File: src/hdl/rudp_pkg.sv
`default_nettype none

package rudp_pkg;

    // ------------------------------------------------------------
    // register map
    // ------------------------------------------------------------
    localparam logic [11:0] UDB_OFFSET   = 12'h000;
    localparam logic [11:0] KPB_OFFSET   = 12'h004;
    localparam logic [11:0] RSZ_OFFSET   = 12'h008;
    localparam logic [11:0] STAT_OFFSET  = 12'h00c;

    // ------------------------------------------------------------
    // field layout and reset values
    // ------------------------------------------------------------
    localparam int          FIELD_LSB    = 10;
    localparam int          FIELD_MSB    = 15;
    localparam logic [5:0]  FIELD_RESET  = 6'h00;
    localparam logic [31:0] READ_ZERO    = 32'h0000_0000;

    typedef struct packed {
        logic       user_present;
        logic       above_kernel;
        logic       within_size;
    } rudp_status_s;

endpackage : rudp_pkg

`default_nettype wire

File: src/hdl/rudp_partition.sv
// Decided for this implementation: the placing of the registers and the APB slave port.
`timescale 1ns/1ps
`default_nettype none

// How it works
// RL1: bits 31 to 16 of the user data base always read zero and store nothing.
// RL2: bits 15 to 10 are a writable field giving where user data space starts.
// RL3: software must write a user base above the kernel program base.
// RL4: bits 9 to 0 always read zero so the boundary is a 1 KB multiple.
// RL5: reset clears the whole register, giving all RAM to kernel data.
// RL6: software must not write a user base above the data RAM size.
// RL7: write data on read-only or unimplemented bits is ignored.
module rudp_partition
(
    input  wire logic        sys_clk,
    input  wire logic        reset,
    input  wire logic        psel,
    input  wire logic        penable,
    input  wire logic        pwrite,
    input  wire logic [11:0] paddr,
    input  wire logic [31:0] pwdata,
    input  wire logic [3:0]  pstrb,
    input  wire logic [31:0] kernel_program_ram_base,
    input  wire logic [31:0] data_ram_size,
    output logic      [31:0] prdata,
    output logic             pready,
    output logic             pslverr,
    output logic      [31:0] user_data_ram_base,
    output logic             user_space_enable
);

    // ------------------------------------------------------------
    // bus decode
    // ------------------------------------------------------------
    logic        setup;
    logic        wr_udb;
    logic [5:0]  field_q;
    logic [5:0]  wr_field;
    logic [31:0] udb_word;
    logic        mapped;
    rudp_pkg::rudp_status_s status;

    // ------------------------------------------------------------
    // address decode, shared by strobe, error flag and checks
    // ------------------------------------------------------------
    function automatic logic addr_hit
    (
        input logic [11:0] addr,
        input logic [11:0] offset
    );
        return addr == offset;
    endfunction

    // zero-wait slave: access phase completes on its first edge
    assign setup    = psel && !penable;
    assign mapped   = addr_hit(paddr, rudp_pkg::UDB_OFFSET) || addr_hit(paddr, rudp_pkg::KPB_OFFSET)
                   || addr_hit(paddr, rudp_pkg::RSZ_OFFSET) || addr_hit(paddr, rudp_pkg::STAT_OFFSET);
    assign wr_udb   = psel && penable && pwrite && addr_hit(paddr, rudp_pkg::UDB_OFFSET);
    // only byte lane 1 carries the field; other lanes are dropped [RL7]
    assign wr_field = pstrb[1] ? pwdata[rudp_pkg::FIELD_MSB:rudp_pkg::FIELD_LSB] : field_q;
    // upper and lower bits are constant zero [RL1] [RL4]
    assign udb_word = {16'h0000, field_q, 10'h000};

    assign status.user_present = (field_q != 6'h00);
    // software keeps these true; the device only reports them [RL3] [RL6]
    assign status.above_kernel = (udb_word > kernel_program_ram_base);
    assign status.within_size  = (udb_word <= data_ram_size);

    // ------------------------------------------------------------
    // storage
    // ------------------------------------------------------------
    rudp_field u_field
    (
        .sys_clk (sys_clk),
        .reset   (reset),
        .wr_en   (wr_udb),
        .wr_data (wr_field),
        .field_q (field_q)
    );

    always_ff @(posedge sys_clk or posedge reset)
    begin
        if (reset)
        begin
            pready  <= 1'b0;
            pslverr <= 1'b0;
            prdata  <= rudp_pkg::READ_ZERO;
        end
        else
        begin
            pready  <= setup;
            pslverr <= setup && !mapped;
            if (setup && !pwrite)
            begin
                unique case (paddr)
                    rudp_pkg::UDB_OFFSET:  prdata <= udb_word;
                    rudp_pkg::KPB_OFFSET:  prdata <= kernel_program_ram_base;
                    rudp_pkg::RSZ_OFFSET:  prdata <= data_ram_size;
                    rudp_pkg::STAT_OFFSET: prdata <= {29'h0, status};
                    default:               prdata <= rudp_pkg::READ_ZERO;
                endcase
            end
            else
                prdata <= rudp_pkg::READ_ZERO;
        end
    end

    // ------------------------------------------------------------
    // partition outputs
    // ------------------------------------------------------------
    // reset gives all RAM to kernel data [RL5]
    always_ff @(posedge sys_clk or posedge reset)
    begin
        if (reset)
        begin
            user_data_ram_base <= rudp_pkg::READ_ZERO;
            user_space_enable  <= 1'b0;
        end
        else
        begin
            // reflects the field the edge after it changes [RL2]
            user_data_ram_base <= udb_word;
            user_space_enable  <= status.user_present;
        end
    end

    // ------------------------------------------------------------
    // checks
    // ------------------------------------------------------------
    property p_upper_zero;
        @(posedge sys_clk) disable iff (reset)
        user_data_ram_base[31:16] == 16'h0000;
    endproperty
    a_upper_zero: assert property (p_upper_zero) else $error("upper bits not zero"); // [RL1]

    property p_write_lands;
        @(posedge sys_clk) disable iff (reset)
        (wr_udb && pstrb[1]) |-> ##2 user_data_ram_base[15:10] == $past(pwdata[15:10], 2);
    endproperty
    a_write_lands: assert property (p_write_lands) else $error("field write lost"); // [RL2]

    property p_low_zero;
        @(posedge sys_clk) disable iff (reset)
        user_data_ram_base[9:0] == 10'h000;
    endproperty
    a_low_zero: assert property (p_low_zero) else $error("low bits not zero"); // [RL4]

    property p_reset_clear;
        @(posedge sys_clk)
        $fell(reset) |-> user_data_ram_base == 32'h0 && !user_space_enable;
    endproperty
    a_reset_clear: assert property (p_reset_clear) else $error("not clear after reset"); // [RL5]

    property p_read_mask;
        @(posedge sys_clk) disable iff (reset)
        (setup && !pwrite && paddr == rudp_pkg::UDB_OFFSET)
            |=> prdata[31:16] == 16'h0 && prdata[9:0] == 10'h0 && pready;
    endproperty
    a_read_mask: assert property (p_read_mask) else $error("read shows dead bits"); // [RL7]

    property p_hold;
        @(posedge sys_clk) disable iff (reset)
        !wr_udb |=> ##1 $stable(user_data_ram_base);
    endproperty
    a_hold: assert property (p_hold) else $error("base changed without write"); // [RL2]

    property p_enable_tracks;
        @(posedge sys_clk) disable iff (reset)
        ##1 user_space_enable == (user_data_ram_base != 32'h0);
    endproperty
    a_enable_tracks: assert property (p_enable_tracks) else $error("enable mismatch"); // [RL2]

    property p_ready_one;
        @(posedge sys_clk) disable iff (reset)
        setup |=> pready ##1 !pready;
    endproperty
    a_ready_one: assert property (p_ready_one) else $error("pready not one cycle"); // [RL7]

    // ------------------------------------------------------------
    // storage checks
    // ------------------------------------------------------------
    // a write without lane 1 reaches the cell but must leave it alone
    property p_strobe_off;
        @(posedge sys_clk) disable iff (reset)
        (wr_udb && !pstrb[1]) |=> $stable(field_q);
    endproperty
    a_strobe_off: assert property (p_strobe_off) else $error("field moved without lane 1"); // [RL7]

    property p_ro_write;
        @(posedge sys_clk) disable iff (reset)
        (psel && penable && pwrite && !addr_hit(paddr, rudp_pkg::UDB_OFFSET))
            |=> $stable(field_q);
    endproperty
    a_ro_write: assert property (p_ro_write) else $error("stray write moved field"); // [RL7]

    // the base output trails the stored field by exactly one edge
    property p_field_mirror;
        @(posedge sys_clk) disable iff (reset)
        user_data_ram_base[rudp_pkg::FIELD_MSB:rudp_pkg::FIELD_LSB] == $past(field_q);
    endproperty
    a_field_mirror: assert property (p_field_mirror) else $error("base lags field"); // [RL2]

    property p_read_word;
        @(posedge sys_clk) disable iff (reset)
        (setup && !pwrite && addr_hit(paddr, rudp_pkg::UDB_OFFSET))
            |=> prdata[rudp_pkg::FIELD_MSB:rudp_pkg::FIELD_LSB] == $past(field_q);
    endproperty
    a_read_word: assert property (p_read_word) else $error("read field differs"); // [RL2]

    // outputs stay cleared for as long as reset is held
    property p_in_reset;
        @(posedge sys_clk)
        (reset && $past(reset)) |-> user_data_ram_base == 32'h0 && !user_space_enable
            && !pready && prdata == 32'h0;
    endproperty
    a_in_reset: assert property (p_in_reset) else $error("outputs live during reset"); // [RL5]

    c_write: cover property (@(posedge sys_clk) disable iff (reset) wr_udb);
    c_user: cover property (@(posedge sys_clk) disable iff (reset) $rose(user_space_enable));
    c_err: cover property (@(posedge sys_clk) disable iff (reset) pready && pslverr);
    c_read: cover property (@(posedge sys_clk) disable iff (reset)
        setup && !pwrite && addr_hit(paddr, rudp_pkg::UDB_OFFSET));
    c_cut: cover property (@(posedge sys_clk) $rose(reset) && $past(user_space_enable));

endmodule // rudp_partition

`default_nettype wire

File: src/hdl/rudp_field.sv
`timescale 1ns/1ps
`default_nettype none

// six-bit storage cell of the partition boundary
module rudp_field
(
    input  wire logic       sys_clk,
    input  wire logic       reset,
    input  wire logic       wr_en,
    input  wire logic [5:0] wr_data,
    output logic      [5:0] field_q
);

    always_ff @(posedge sys_clk or posedge reset)
    begin
        if (reset)
            field_q <= rudp_pkg::FIELD_RESET;
        else if (wr_en)
            field_q <= wr_data;
    end

endmodule // rudp_field

`default_nettype wire

File: config.mk
export PLATFORM = sky130hd
export DESIGN_NAME = rudp_partition
export DESIGN_NICKNAME = d
export VERILOG_FILES = /design/src/hdl/rudp_pkg.sv /design/src/hdl/rudp_partition.sv /design/src/hdl/rudp_field.sv
export SDC_FILE = /design/constraint.sdc
export NUM_CORES = 1
export LEC_CHECK = 0
export BUFFER_PORTS_ARGS = -buffer_cell sky130_fd_sc_hd__clkbuf_2
export CAP_MARGIN = 20
export CORE_ASPECT_RATIO = 1.75
export CORE_MARGIN = 2
export CORE_UTILIZATION = 44
export CTS_CLUSTER_DIAMETER = 80
export CTS_CLUSTER_SIZE = 10
export DETAILED_ROUTE_END_ITERATION = 16
export GPL_TIMING_DRIVEN = 0
export PLACE_DENSITY = 0.86
export SLEW_MARGIN = 15
export SYNTH_ARGS = -nofsm -noshare
export SYNTH_HDL_FRONTEND = slang
export SYNTH_SLANG_ARGS = --single-unit
export TNS_END_PERCENT = 100
File: constraint.sdc
create_clock -name sys_clk -period 3.6 [get_ports sys_clk]
set_clock_uncertainty 0.2 [all_clocks]
set_input_delay 0.18 -clock sys_clk [delete_from_list [all_inputs] [get_ports sys_clk]]
set_output_delay 0.18 -clock sys_clk [all_outputs]
set_load 0.03 [all_outputs]
==> impl_metrics.toml <==
[timing]
final-max-slew-violation-count = 0
timing.final.crit_period_ns = 2.69
fmaxAchievable_ghz = 0.371
worst_hold_slack_ns = 0.0729
timing.final.hold_violations = 0
fin_setup_tns_ns = 0
period_share_pct = 74.8
relSlewSlack_pct = 53.1
worst-slew-pin-transition_ns = 0.693
grt_setup_unrepaired = "no"
setup_viol = 0

[hold_path]
whs_endpoint = "prdata[15]"
min_from = "data_ram_size[15]"
worstHoldPathCells = 5
hold_path_class = "in -> reg"

[floorplanning]
coreArea_mm2 = 0.00559
io_pins = 184
die_area_mm2 = 0.00649
floorplan.initialDensity_pct = 46.0
die_height_um = 105
die-width_um = 61.8
row_count = 36

[power_and_ir_drop]
power.clock.fraction_pct = 35.2
p_leak_nw = 2.18
p_switching_uw = 294
peakVddDrop_uv = 223
switching_share_pct = 25.6
internal_power_uw = 856
power_per_cell_area_mw_per_mm2 = 274
power.share.sequential_pct = 46.0
power_frac_comb_pct = 18.9

[setup_path]
worst-r2r-setup-slack_ns = 0.91
critical_path_peak_fanout = 6
crit_path_end_kind = "flip-flop"
cp_data_required_time_ns = 3.64
regToRegStartpoint = "u_field.field_q[1]"
cp.arrival_ns = 2.73
rr_worst_depth = 6
start_kind = "flip-flop"
startpoint = "u_field.field_q[1]"
setup.worst_path.class = "reg -> reg"
reg2reg_to = "prdata[0]"

[synth]
synth_top_cells_by_area = "sky130_fd_sc_hd__dfrtp_1, sky130_fd_sc_hd__buf_4, sky130_fd_sc_hd__a22oi_1"
synth_top_area_share_pct = 45.8
ys_seq_area_share_pct = 45.8
cell_count_after_synthesis = 250
ys_dominant_reg_cell = "sky130_fd_sc_hd__dfrtp_1"
ys_seq_elements = 47
synth_warnings = 0
synthesis.area_mm2 = 0.00257
synth.lib_cells_used.distinct = 35
ys_async_sr_fraction_pct = 100
synth.avg_cell_area_um2 = 10.3
synth_enable_flop_cells = 0
synth_area_leader_cell = "sky130_fd_sc_hd__dfrtp_1"

[grt]
grt_start_max_net_pins = 39
number_of_global_route_vias_before_repair = 3011
globalRouteTotalUtil_pct = 28.0
grt_first_pass_wirelength_um = 13600
grt_antenna_before_repair = 0
global_route.overflow_total = 0

[clocking]
cts_max_level = 2
latest_clock_arrival_within_the_worst_skew_pair_ns = 0.30
tritoncts_clock_tree = "built"
cts.sinks = 47
cts_buffer_depth = 2
numCtsBuffers = 5
post_cts.repair.setup_buffers = 0
clkSlewWorstSetupHoldPaths_ns = 0.09
cts-root-buf = "sky130_fd_sc_hd__clkbuf_8"

[drt]
drc = 0
post_drt_wl_per_cell_um = 15.8
drt_first_iter_violations = 145
route.final.wire_length_um = 8740
routed-via-count = 2815
total_iterations_of_the_first_detailed_routing_run = 4
drt.antenna.violating_nets = 0
detail_route.vias_per_cell = 5.08

[placed_design]
globalplace.congestion = 0.879
detailed_place_hpwl_um = 5990
port-buffer-count = 128

[layout]
fillerInstances = 387
layout_common_cells = "sky130_fd_sc_hd__clkbuf_2, sky130_fd_sc_hd__dlygate4sd3_1, sky130_fd_sc_hd__dfrtp_1, sky130_fd_sc_hd__nor2_1, sky130_fd_sc_hd__buf_4"
finalNetCount = 606
finalCoreUtilization_pct = 75.2
share_of_layout_cells_above_drive_strength_1_pct = 38.9
mostFrequentLayoutCell = "sky130_fd_sc_hd__clkbuf_2"
area_growth_pct = 63.3
antenna-diode-count = 0

[run_status]
outcome = "finished, final reports clean"

[flow_run]
max_cap_viol_count = 0
[registers in the layout, indices dropped and copies added, names as in the netlist]
register,count
prdata,32
pready,1
pslverr,1
u_field.field_q,6
user_data_ram_base,6
user_space_enable,1
[through the flow]
step	instances	worst slack (ns)	power, mW	instance area [µm²]
final	554	0.907	1.15	4200
after global routing	554	0.848	1.20	4200
after CTS	554	0.948	1.14	4200
after detailed placement	480	1.49	0.713	3420
after global placement	479	1.51	0.707	3400
after floorplan	275	1.72	0.640	2660
[worst max-delay path: stages, from the launching register on]
cell and delay, ns:
sky130_fd_sc_hd__dfrtp_1 0.45, sky130_fd_sc_hd__ha_1 0.32, sky130_fd_sc_hd__or4bb_1 0.51, sky130_fd_sc_hd__nor4_1 0.34, sky130_fd_sc_hd__o311ai_0 0.18, sky130_fd_sc_hd__nand3_1 0.10
sky130_fd_sc_hd__dlygate4sd3_1 0.54
[power by group through the flow]
stage,registers (mW),logic (mW),clock network (mW)
2_1_floorplan,0.542,0.0981,0
3_3_place_gp,0.540,0.168,0
3_5_place_dp,0.540,0.173,0
4_1_cts,0.529,0.209,0.407
5_1_grt,0.529,0.232,0.434
6_report,0.529,0.217,0.404
[layer usage]
layer,GRT usage [%],part of all wire (%)
met1,26.9,33
met4,14.0,4.9
met5,0,0
met2,51.7,56
met3,5.45,6.1
[cell type report]
type / instances / area, µm² / share of cell area (%)
clock inverters: 2 / 35.0 / 0.835
clock buffers: 6 / 82.6 / 1.97
well taps: 76 / 95.1 / 2.27
repair buffers: 195 / 1320 / 31.5
multi-input cells: 179 / 1170 / 27.9
inverters: 13 / 48.8 / 1.16
flip-flops and latches: 47 / 1180 / 28.0
plain buffers: 36 / 267 / 6.35
[synthesized netlist by cell type (all sizes together), types with 5 or more instances]
cell    n
a22oi  24
nor2   40
dfrtp  47
buf    32
ha     12
nand2   8
a21oi  10
mux2    6
nand3   5
or4     6
mux2i   6
inv    13
nor4   11
[timing repair]
action                                 CTS  global route
setup endpoints to repair                0             0
hold buffers                            66             0
gates resized for setup                  0             0
endpoints found under the hold margin   87             0
[worst max-delay path by stage]
stage                 to  slack (ns)  depth (start not counted)
4_1_cts        prdata[0]        0.95                          6
6_report       prdata[0]        0.91                          6
5_1_grt        prdata[1]        0.85                          7
3_3_place_gp   prdata[0]        1.51                          5
2_1_floorplan  prdata[0]        1.72                          5
3_5_place_dp   prdata[0]        1.49                          5
[cell families after synthesis]
| group | after synthesis | share of synthesized area [%] |
|---|---|---|
| AOI/OAI and AO/OA | 42 | 12.1 |
| adders and majority gates | 12 | 5.84 |
| buffers and inverters | 49 | 12.3 |
| DFF | 47 | 45.8 |
| muxes | 12 | 4.97 |
| other | 1 | 0.146 |
| and+or+nand+nor | 87 | 18.9 |
(Power assumes the default switching activity.)
